### config.mk
export PLATFORM = sky130hd
export DESIGN_NAME = fric_ctrl
export DESIGN_NICKNAME = d
export VERILOG_FILES = /design/src/core/fric_pkg.sv /design/src/core/fric_ctrl.sv
export SDC_FILE = /design/constraint.sdc
export NUM_CORES = 1
export LEC_CHECK = 0
export BUFFER_PORTS_ARGS = -buffer_cell sky130_fd_sc_hd__buf_2
export CORE_MARGIN = 2
export CORE_UTILIZATION = 54
export CTS_CLUSTER_SIZE = 16
export DETAILED_ROUTE_END_ITERATION = 7
export GPL_TIMING_DRIVEN = 0
export PLACE_DENSITY = 0.82
export RECOVER_POWER = 100
export SYNTH_ARGS = -nofsm -noshare
export SYNTH_HDL_FRONTEND = slang
export SYNTH_SLANG_ARGS = --single-unit
### constraint.sdc
create_clock -name sys_clk -period 2.1 [get_ports sys_clk]
set_input_delay 0.315 -clock sys_clk [delete_from_list [all_inputs] [get_ports sys_clk]]
set_output_delay 0.315 -clock sys_clk [all_outputs]
set_load 0.01 [all_outputs]
### src/core/fric_pkg.sv
`default_nettype none
package fric_pkg;
   // Suspend latency from interrupt request to the erase or program halt, where the acknowledge is given.
   localparam int SUSPEND_LATENCY_NS = 100;
   localparam int CLK_PERIOD_NS = 10;
   localparam int SUSPEND_CYCLES = (SUSPEND_LATENCY_NS + CLK_PERIOD_NS - 1) / CLK_PERIOD_NS;
   // Fixed wait after a forced abort before interrupt handling may start.
   localparam int ABORT_WAIT_NS = 1000;
   localparam int ABORT_CYCLES = (ABORT_WAIT_NS + CLK_PERIOD_NS - 1) / CLK_PERIOD_NS;
   localparam int CNT_W = 8;
   localparam logic [CNT_W-1:0] CNT_RESET = 8'h00;

   typedef enum logic [2:0] {
      FRIC_IDLE,
      FRIC_BUSY,
      FRIC_SUSPENDING,
      FRIC_SUSPENDED,
      FRIC_ABORT_WAIT
   } fric_state_e;

   typedef struct packed {
      logic start;
      logic is_erase;
      logic flash_mode;
      logic erase_susp_en;
      logic prog_susp_en;
      logic erase_susp_req;
      logic prog_susp_req;
   } fric_ctrl_s;

   typedef struct packed {
      fric_state_e state;
      logic [CNT_W-1:0] cnt;
      logic op_erase;
      logic busy;
      logic suspended;
      logic flash_run;
      logic flash_reset;
      logic irq_ack;
      logic fatal_ack;
      logic aborted;
      logic rd_en;
      logic wr_en;
   } fric_state_s;
endpackage
`default_nettype wire

### src/core/fric_ctrl.sv
`default_nettype none
module fric_ctrl (
   input wire logic sys_clk,
   input wire logic rst,
   input wire fric_pkg::fric_ctrl_s ctrl,
   input wire logic flash_done,
   input wire logic maskable_irq_req,
   input wire logic fatal_irq_req,
   input wire logic parallel_mode,
   input wire logic code_protect,
   input wire logic par_rd_req,
   input wire logic par_wr_req,
   output logic flash_run,
   output logic flash_reset,
   output logic busy,
   output logic suspended,
   output logic irq_ack,
   output logic fatal_ack,
   output logic aborted,
   output logic par_rd_en,
   output logic par_wr_en
);
   fric_pkg::fric_state_s s_reg;
   fric_pkg::fric_state_s s_next;
   logic susp_allowed;

   always_comb begin
      s_next = s_reg;
      s_next.irq_ack = 1'b0;
      s_next.fatal_ack = 1'b0;
      // Suspend is only possible from flash and with the matching enable set.
      susp_allowed = ctrl.flash_mode &&
         (s_reg.op_erase ? ctrl.erase_susp_en : ctrl.prog_susp_en);
      // The array stays untouched when protection is on, whatever is asked.
      s_next.rd_en = parallel_mode && !code_protect && par_rd_req;
      s_next.wr_en = parallel_mode && !code_protect && par_wr_req;
      case (s_reg.state)
         fric_pkg::FRIC_IDLE: begin
            s_next.flash_reset = 1'b0;
            s_next.irq_ack = maskable_irq_req;
            s_next.fatal_ack = fatal_irq_req;
            if (ctrl.start && !fatal_irq_req) begin
               s_next.state = fric_pkg::FRIC_BUSY;
               s_next.op_erase = ctrl.is_erase;
               s_next.busy = 1'b1;
               s_next.flash_run = 1'b1;
               s_next.aborted = 1'b0;
            end
         end
         fric_pkg::FRIC_BUSY: begin
            if (fatal_irq_req) begin
               s_next.state = fric_pkg::FRIC_ABORT_WAIT;
               s_next.flash_run = 1'b0;
               s_next.flash_reset = 1'b1;
               s_next.aborted = 1'b1;
               s_next.cnt = fric_pkg::CNT_RESET;
            end else if (flash_done) begin
               s_next.state = fric_pkg::FRIC_IDLE;
               s_next.busy = 1'b0;
               s_next.flash_run = 1'b0;
               // A pending request is granted once the operation ends.
               s_next.irq_ack = maskable_irq_req;
            end else if (maskable_irq_req && !ctrl.flash_mode) begin
               s_next.irq_ack = 1'b1;
            end else if (maskable_irq_req && susp_allowed) begin
               s_next.state = fric_pkg::FRIC_SUSPENDING;
               s_next.cnt = fric_pkg::CNT_RESET;
            end
         end
         fric_pkg::FRIC_SUSPENDING: begin
            if (fatal_irq_req) begin
               s_next.state = fric_pkg::FRIC_ABORT_WAIT;
               s_next.flash_run = 1'b0;
               s_next.flash_reset = 1'b1;
               s_next.aborted = 1'b1;
               s_next.cnt = fric_pkg::CNT_RESET;
            end else if (flash_done) begin
               // Work that ends inside the latency still counts as finished.
               s_next.state = fric_pkg::FRIC_IDLE;
               s_next.busy = 1'b0;
               s_next.flash_run = 1'b0;
               s_next.irq_ack = maskable_irq_req;
            end else if (s_reg.cnt == 8'(fric_pkg::SUSPEND_CYCLES - 1)) begin
               s_next.state = fric_pkg::FRIC_SUSPENDED;
               s_next.flash_run = 1'b0;
               s_next.suspended = 1'b1;
               s_next.irq_ack = 1'b1;
            end else begin
               s_next.cnt = s_reg.cnt + 8'h01;
            end
         end
         fric_pkg::FRIC_SUSPENDED: begin
            s_next.irq_ack = maskable_irq_req;
            if (fatal_irq_req) begin
               s_next.state = fric_pkg::FRIC_ABORT_WAIT;
               s_next.flash_reset = 1'b1;
               s_next.suspended = 1'b0;
               s_next.aborted = 1'b1;
               s_next.cnt = fric_pkg::CNT_RESET;
            end else if (s_reg.op_erase ? !ctrl.erase_susp_req : !ctrl.prog_susp_req) begin
               s_next.state = fric_pkg::FRIC_BUSY;
               s_next.flash_run = 1'b1;
               s_next.suspended = 1'b0;
            end
         end
         fric_pkg::FRIC_ABORT_WAIT: begin
            // Handling waits until the array has settled after its reset.
            if (s_reg.cnt == 8'(fric_pkg::ABORT_CYCLES - 1)) begin
               s_next.state = fric_pkg::FRIC_IDLE;
               s_next.flash_reset = 1'b0;
               s_next.busy = 1'b0;
               s_next.fatal_ack = 1'b1;
            end else begin
               s_next.cnt = s_reg.cnt + 8'h01;
            end
         end
         default: begin
            s_next.state = fric_pkg::FRIC_IDLE;
         end
      endcase
   end

   always_ff @(posedge sys_clk) begin
      if (rst) begin
         s_reg <= '0;
         s_reg.state <= fric_pkg::FRIC_IDLE;
      end else begin
         s_reg <= s_next;
      end
   end

   assign flash_run = s_reg.flash_run;
   assign flash_reset = s_reg.flash_reset;
   assign busy = s_reg.busy;
   assign suspended = s_reg.suspended;
   assign irq_ack = s_reg.irq_ack;
   assign fatal_ack = s_reg.fatal_ack;
   assign aborted = s_reg.aborted;
   assign par_rd_en = s_reg.rd_en;
   assign par_wr_en = s_reg.wr_en;

   abort_reset_a: assert property (@(posedge sys_clk) disable iff (rst)
      (busy && !flash_reset && fatal_irq_req) |=> (flash_reset && !flash_run))
      else $error("Fatal interrupt did not reset the flash.");
   abort_wait_a: assert property (@(posedge sys_clk) disable iff (rst)
      $rose(flash_reset) |-> (!fatal_ack && flash_reset) [*8])
      else $error("Abort wait ended too early.");
   abort_end_a: assert property (@(posedge sys_clk) disable iff (rst)
      $rose(flash_reset) |-> ##[1:110] fatal_ack)
      else $error("Abort wait never ended.");
   susp_latency_a: assert property (@(posedge sys_clk) disable iff (rst)
      (s_reg.state == fric_pkg::FRIC_BUSY && maskable_irq_req && ctrl.flash_mode &&
      !flash_done && !fatal_irq_req && s_reg.op_erase && ctrl.erase_susp_en)
      |=> ##[9:11] (suspended || flash_reset || !busy))
      else $error("Erase suspend latency not met.");
   prog_latency_a: assert property (@(posedge sys_clk) disable iff (rst)
      (s_reg.state == fric_pkg::FRIC_BUSY && maskable_irq_req && ctrl.flash_mode &&
      !flash_done && !fatal_irq_req && !s_reg.op_erase && ctrl.prog_susp_en)
      |=> ##[9:11] (suspended || flash_reset || !busy))
      else $error("Program suspend latency not met.");
   erase_resume_a: assert property (@(posedge sys_clk) disable iff (rst)
      (suspended && s_reg.op_erase && !ctrl.erase_susp_req && !fatal_irq_req)
      |=> (flash_run && !suspended))
      else $error("Erase did not resume.");
   prog_resume_a: assert property (@(posedge sys_clk) disable iff (rst)
      (suspended && !s_reg.op_erase && !ctrl.prog_susp_req && !fatal_irq_req)
      |=> (flash_run && !suspended))
      else $error("Programming did not resume.");
   no_susp_hold_a: assert property (@(posedge sys_clk) disable iff (rst)
      (flash_run && ctrl.flash_mode && !(s_reg.op_erase ? ctrl.erase_susp_en :
      ctrl.prog_susp_en) && !flash_done) |=> !irq_ack)
      else $error("Interrupt granted during priority operation.");
   ram_grant_a: assert property (@(posedge sys_clk) disable iff (rst)
      (s_reg.state == fric_pkg::FRIC_BUSY && !ctrl.flash_mode && maskable_irq_req &&
      !fatal_irq_req && !flash_done) |=> irq_ack)
      else $error("Maskable interrupt not granted in RAM mode.");
   protect_a: assert property (@(posedge sys_clk) disable iff (rst)
      code_protect |=> !(par_rd_en || par_wr_en))
      else $error("Protected flash accessed in parallel mode.");
   parallel_off_a: assert property (@(posedge sys_clk) disable iff (rst)
      !parallel_mode |=> !(par_rd_en || par_wr_en))
      else $error("Parallel access outside parallel mode.");
   susp_stop_a: assert property (@(posedge sys_clk) disable iff (rst)
      suspended |-> !flash_run)
      else $error("Array runs while suspended.");
   abort_quiet_a: assert property (@(posedge sys_clk) disable iff (rst)
      flash_reset |-> (!flash_run && !suspended && aborted))
      else $error("Array active during abort.");
   abort_exit_a: assert property (@(posedge sys_clk) disable iff (rst)
      (flash_reset ##1 !flash_reset) |-> (fatal_ack && !busy))
      else $error("Abort ended without handling start.");
   done_grant_a: assert property (@(posedge sys_clk) disable iff (rst)
      (s_reg.state == fric_pkg::FRIC_BUSY && flash_done && maskable_irq_req &&
      !fatal_irq_req) |=> (irq_ack && !busy))
      else $error("Pending interrupt not granted at end.");
   ram_no_susp_a: assert property (@(posedge sys_clk) disable iff (rst)
      (s_reg.state == fric_pkg::FRIC_BUSY && !ctrl.flash_mode) |=> !suspended)
      else $error("Operation suspended in RAM mode.");
   erase_hold_a: assert property (@(posedge sys_clk) disable iff (rst)
      (suspended && s_reg.op_erase && ctrl.erase_susp_req && !fatal_irq_req)
      |=> suspended)
      else $error("Erase resumed while request set.");
   prog_hold_a: assert property (@(posedge sys_clk) disable iff (rst)
      (suspended && !s_reg.op_erase && ctrl.prog_susp_req && !fatal_irq_req)
      |=> suspended)
      else $error("Programming resumed while request set.");
endmodule
`default_nettype wire

Word-level counts from Yosys, hierarchy flattened

Cells that the tools add are included.

Mux-type cells: 51
Magnitude comparators: 0
Shift operators: 0
Reductions and logical operators: 29
Divide/modulo/power cells: 0
Multipliers: 0
Add/subtract/negate cells: 1
Equal/unequal tests: 27
Bitwise operators: 0

Operators with widths:

| operator                                             | number |
|---|---|
| two-way mux 11 bit                                   | 4 |
| two-way mux 8 bit                                    | 5 |
| one-hot mux 8 bit (4 select lines)                   | 1 |
| two-way mux 1 bit                                    | 23 |
| two-way mux 3 bit                                    | 7 |
| inequality test 3 bit (second input constant)        | 7 |
| inequality test 2 bit (second input constant)        | 10 |
| one-hot mux 3 bit (5 select lines)                   | 1 |
| inequality test 4 bit (second input constant)        | 3 |
| AND reduction 6 bit                                  | 2 |
| nonzero test 4 bit                                   | 3 |
| AND reduction 5 bit                                  | 2 |
| adder 8 x 1 -> 8 bit (second input constant)         | 1 |
| equality test 8 x 4 -> 1 bit (second input constant) | 1 |
| equality test 8 x 7 -> 1 bit (second input constant) | 1 |
| one-hot mux 1 bit (4 select lines)                   | 2 |
| AND reduction 8 bit                                  | 1 |
| logical AND 1 bit                                    | 7 |
| equality test 3 x 2 -> 1 bit (second input constant) | 2 |
| two-way mux 2 bit                                    | 3 |
| one-hot mux 1 bit (2 select lines)                   | 3 |
| one-hot mux 1 bit (3 select lines)                   | 2 |
| AND reduction 3 bit                                  | 2 |
| logical NOT 1 bit                                    | 5 |
| 9 further kinds                                      | 10 |

Output and inout port bits: 9
Bits in read-only memories: 0
Register bits: 21
Input port bits: 16
Logic and storage cells: 120
Bits in writable memories: 0
Memories kept: 0
Latch bits: 0

Longest topological paths before layout

Word-level depth: 8
Depth in mapped cells: 7
Gate-level depth less buffers: 7

Worst setup path before layout

Ideal clock, no wire load.

Kind: register -> register
Start: reg s_reg[10] (netlist name)
End: reg s_reg[11] (netlist name)
Path buffers: 0
Arrival: 1.674 ns
Slack: 0.356 ns
Data required time: 2.030 ns
Period minus slack after synthesis: 1.744 ns
Setup time: 0.070 ns
Cell stages (with the launch flop): 7
Cells stage by stage: dfxtp_1 > ha_1 > and4b_4 > a22oi_4 > nor3_1 > or4_1 > a21oi_1

Longest elaborated chain between the ends: 5
Elaborated cells on any way between the ends: 11
Those cells by class: 1 x add/sub; 4 x eq/ne; 5 x mux; 1 x reduce/logical

RTL lines:

| what                               | line                              | source |
|---|---|---|
| start: declaration                 | fric_ctrl.sv:23                   | `fric_pkg::fric_state_s s_reg;` |
| start signal: assignment           | fric_ctrl.sv:128                  | `s_reg <= s_next;` |
| adder 8 x 1 -> 8 bit               | fric_ctrl.sv:89, fric_ctrl.sv:114 |  |
| two-way mux 8 bit                  | fric_ctrl.sv:83                   | `end else if (s_reg.cnt == 8'(fric_pkg::SUSPEND_CYCLES - 1)) begin` |
| two-way mux 8 bit                  | fric_ctrl.sv:77                   | `end else if (flash_done) begin` |
| two-way mux 11 bit                 | fric_ctrl.sv:71                   | `if (fatal_irq_req) begin` |
| one-hot mux 8 bit (4 select lines) | fric_ctrl.sv:37                   | `case (s_reg.state)` |

Parallel ways exist; a longest one is shown, timed or not. The select of a mux whose other input is x is not followed.
A chain may end at the register's enable or synchronous reset.

Worst setup path after layout

Ends and elaborated chain as after synthesis.

==> impl_metrics.csv <==
group,metric,value,unit
global_routing,grt_pass1_vias,1231,
critical_path,path_depth,6,
critical_path,cp_top_family,"simple AND/OR/NAND/NOR gates",
layout,final_nets,204,
layout,largest_reg_flops,12,
floorplan,start_util,0.558,
critical_path,r2r_setup_slack,0.14,ns
sta,slew_viol_final,0,
synthesis,syn-num-nets,177,
sta,finalSetupViolCount,0,
clock_tree,cts_setup_buffers,0,
clock_tree,clk_pin_slew,0.11,ns
critical_path,crit_path_end,"s_reg[11]",
route,dr.pass1.iters,4,
synthesis,syn_area,1360,um^2
critical_path,startpoint_type,"flip-flop",
critical_path,r2r_start,"s_reg[10]",
synthesis,synthCells,159,
sta,slew_headroom,0.566,
route,drt-vias-per-instance,6.30,
run_status,status,"completed",
clock_tree,cts_buffers,3,
clock_tree,cts_hold_buf,0,
placed_design,dp_hpwl,2490,um
synthesis,ys_seq_elements,21,
route,antenna_left,0,
critical_path,worstPathMaxFanout,4,
route,vias,1354,
synthesis,syn_area_per_cell,8.53,um^2
synthesis,dominantRegCellSynth,"dfxtp_1",
global_routing,track_usage,0.245,
sta,finalHoldViolations,0,
placed_design,io_buffers,22,
clock_tree,cts_tree,"yes",
layout,layout_common_cells,"dfxtp_1, nand2_1, nor2_1",
placed_design,place_ws,0.145,ns
floorplan,coreArea,2430,um^2
critical_path,slowest_stage,"or4_1",
floorplan,dieArea,2930,um^2
route,drc,0,
synthesis,ys_types,55,
floorplan,die-height,54.1,um
clock_tree,ctsLongestPathBuffers,2,
floorplan,die_w,54.1,um
global_routing,grt_max_degree,12,
critical_path,startpoint,"s_reg[10]",
synthesis,synthArstFlopShare,0,
global_routing,antenna_found_initial,0,
power,power.total,1.23,mW
critical_path,worstPathArrival,2.21,ns
clock_tree,cts_root_buf,"clkbuf_4",
critical_path,end_kind,"flip-flop",
critical_path,required,2.35,ns
floorplan,rows,18,
layout,final_common_cell,"dfxtp_1",
route,drt_iter0_markers,40,
critical_path,rr_worst_depth,6,
sta,fin_skew,0.00543,ns
sta,fin_crit,1.96,ns
hold_path,min_path_type,"in -> reg",
power,leakage,0.530,nW
floorplan,io_pins,25,
sta,setup_slack,0.135,ns
critical_path,crit_type,"reg -> reg",
synthesis,synth_warnings,0,
synthesis,ys_seq_area_frac,0.310,
sta,hold_slack,0.183,ns
hold_path,hold_depth,2,
critical_path,crit_chain,"ha_1 > and4b_4 > a22oi_1 > nor3_1 > or4_1 > a21oi_1",
clock_tree,worst_skew_pair.late_latency,0.31,ns
global_routing,grt_pass1_wl,5240,um
placed_design,place_congestion,0.838,
flow_run,cap_viol_max_count,0,
critical_path,r2r_end,"s_reg[11]",
sta,worstMarginPinSlew,0.647,ns
sta,rsz0062_at_grt,"no",
power,p_per_area,826,nW/um^2
layout,area_growth,9.96,%
clock_tree,cts.repair.resized,0,
sta,max_freq,0.509,GHz
route,wl_per_cell,15.2,um
sta,final.setup.tns,0,ns
layout,drive_gt1_frac,0.168,
route,drt_wl_total,3260,um
sta,fin_crit_sh,0.936,
critical_path,critical-path-max-stage-delay,0.52,ns
power,ir_drop,581,uV
critical_path,crit_buf_inv,0,
synthesis,synth-edff-count,0,
layout,antennaDiodeCount,0,
clock_tree,clkSinkCount,21,
global_routing,grt.overflow.total,0,
clock_tree,htreeDepth,1,
-- kinds of logic (layout without fill, tap and decap cells) --
family | after synthesis | after routing | share of synthesized area
DFF | 21 | 21 | 0.310
muxes | 5 | 5 | 0.0369
buffers and inverters | 14 | 40 | 0.0729
adders and majority gates | 2 | 2 | 0.0184
xor gates and xnor gates | 1 | 1 | 0.00646
AOI/OAI and AO/OA | 49 | 49 | 0.270
and+or+nand+nor | 67 | 67 | 0.285
-- stage by stage --
step / util / area [um^2] / cells
after floorplan: - / 1360 / 159
after global placement: 0.618 / 1500 / 211
after detailed placement: 0.618 / 1500 / 211
after CTS: 0.629 / 1530 / 215
after global routing: 0.613 / 1490 / 215
final: 0.613 / 1490 / 215
-- power by group --
| part | internal, mW | total, mW | switching, mW | leakage (nW) |
|---|---|---|---|---|
| clock | 0.0742 | 0.199 | 0.125 | 0.0150 |
| sequential | 0.447 | 0.493 | 0.0458 | 0.171 |
| combinational | 0.219 | 0.539 | 0.320 | 0.344 |
| total | 0.741 | 1.23 | 0.490 | 0.530 |
-- per-layer routing --
metal,global-route usage,share of wire,vias up
li1,-,-,652
met1,0.277,0.41,635
met2,0.455,0.52,59
met3,0.0667,0.064,8
met4,0.0542,0.013,0
met5,0,0,-
-- area by class of cell --
cell class,instances,area [um^2]
Buffer,8,76.3
Clock buffer,4,26.3
Fill cell,238,941
Inverter,6,22.5
Multi-Input combinational cell,124,811
Sequential cell,21,420
Tap cell,30,37.5
Timing Repair Buffer,22,97.6
-- synthesized netlist by cell type (all sizes together) (2+ instances only) --
library cell	instances	area share
dfxtp	21	0.31
nand2	15	0.042
nor2	14	0.039
a21oi	13	0.048
o21ai	12	0.047
inv	6	0.017
buf	5	0.041
mux2i	5	0.037
nor3	5	0.018
nand3	4	0.015
o211ai	4	0.022
o31ai	4	0.030
clkbuf	3	0.016
nand2b	3	0.014
nand4	3	0.014
nor2b	3	0.014
nor4	3	0.018
o32ai	3	0.019
and2	2	0.0092
and3	2	0.0092
ha	2	0.018
nor3b	2	0.015
nor4bb	2	0.015
o311ai	2	0.018
or3	2	0.013
or3b	2	0.013
-- how the worst min path moves through the flow --
stage,end,startpoint,slack [ns]
final,par_wr_en,code_protect,0.18
after global routing,par_wr_en,code_protect,0.19
after CTS,par_wr_en,code_protect,0.18
after detailed placement,suspended,suspended,0.45
after global placement,flash_reset,flash_reset,0.44
after floorplan,par_rd_en,code_protect,0.39
Note: power is estimated with default switching activity, not from simulation.
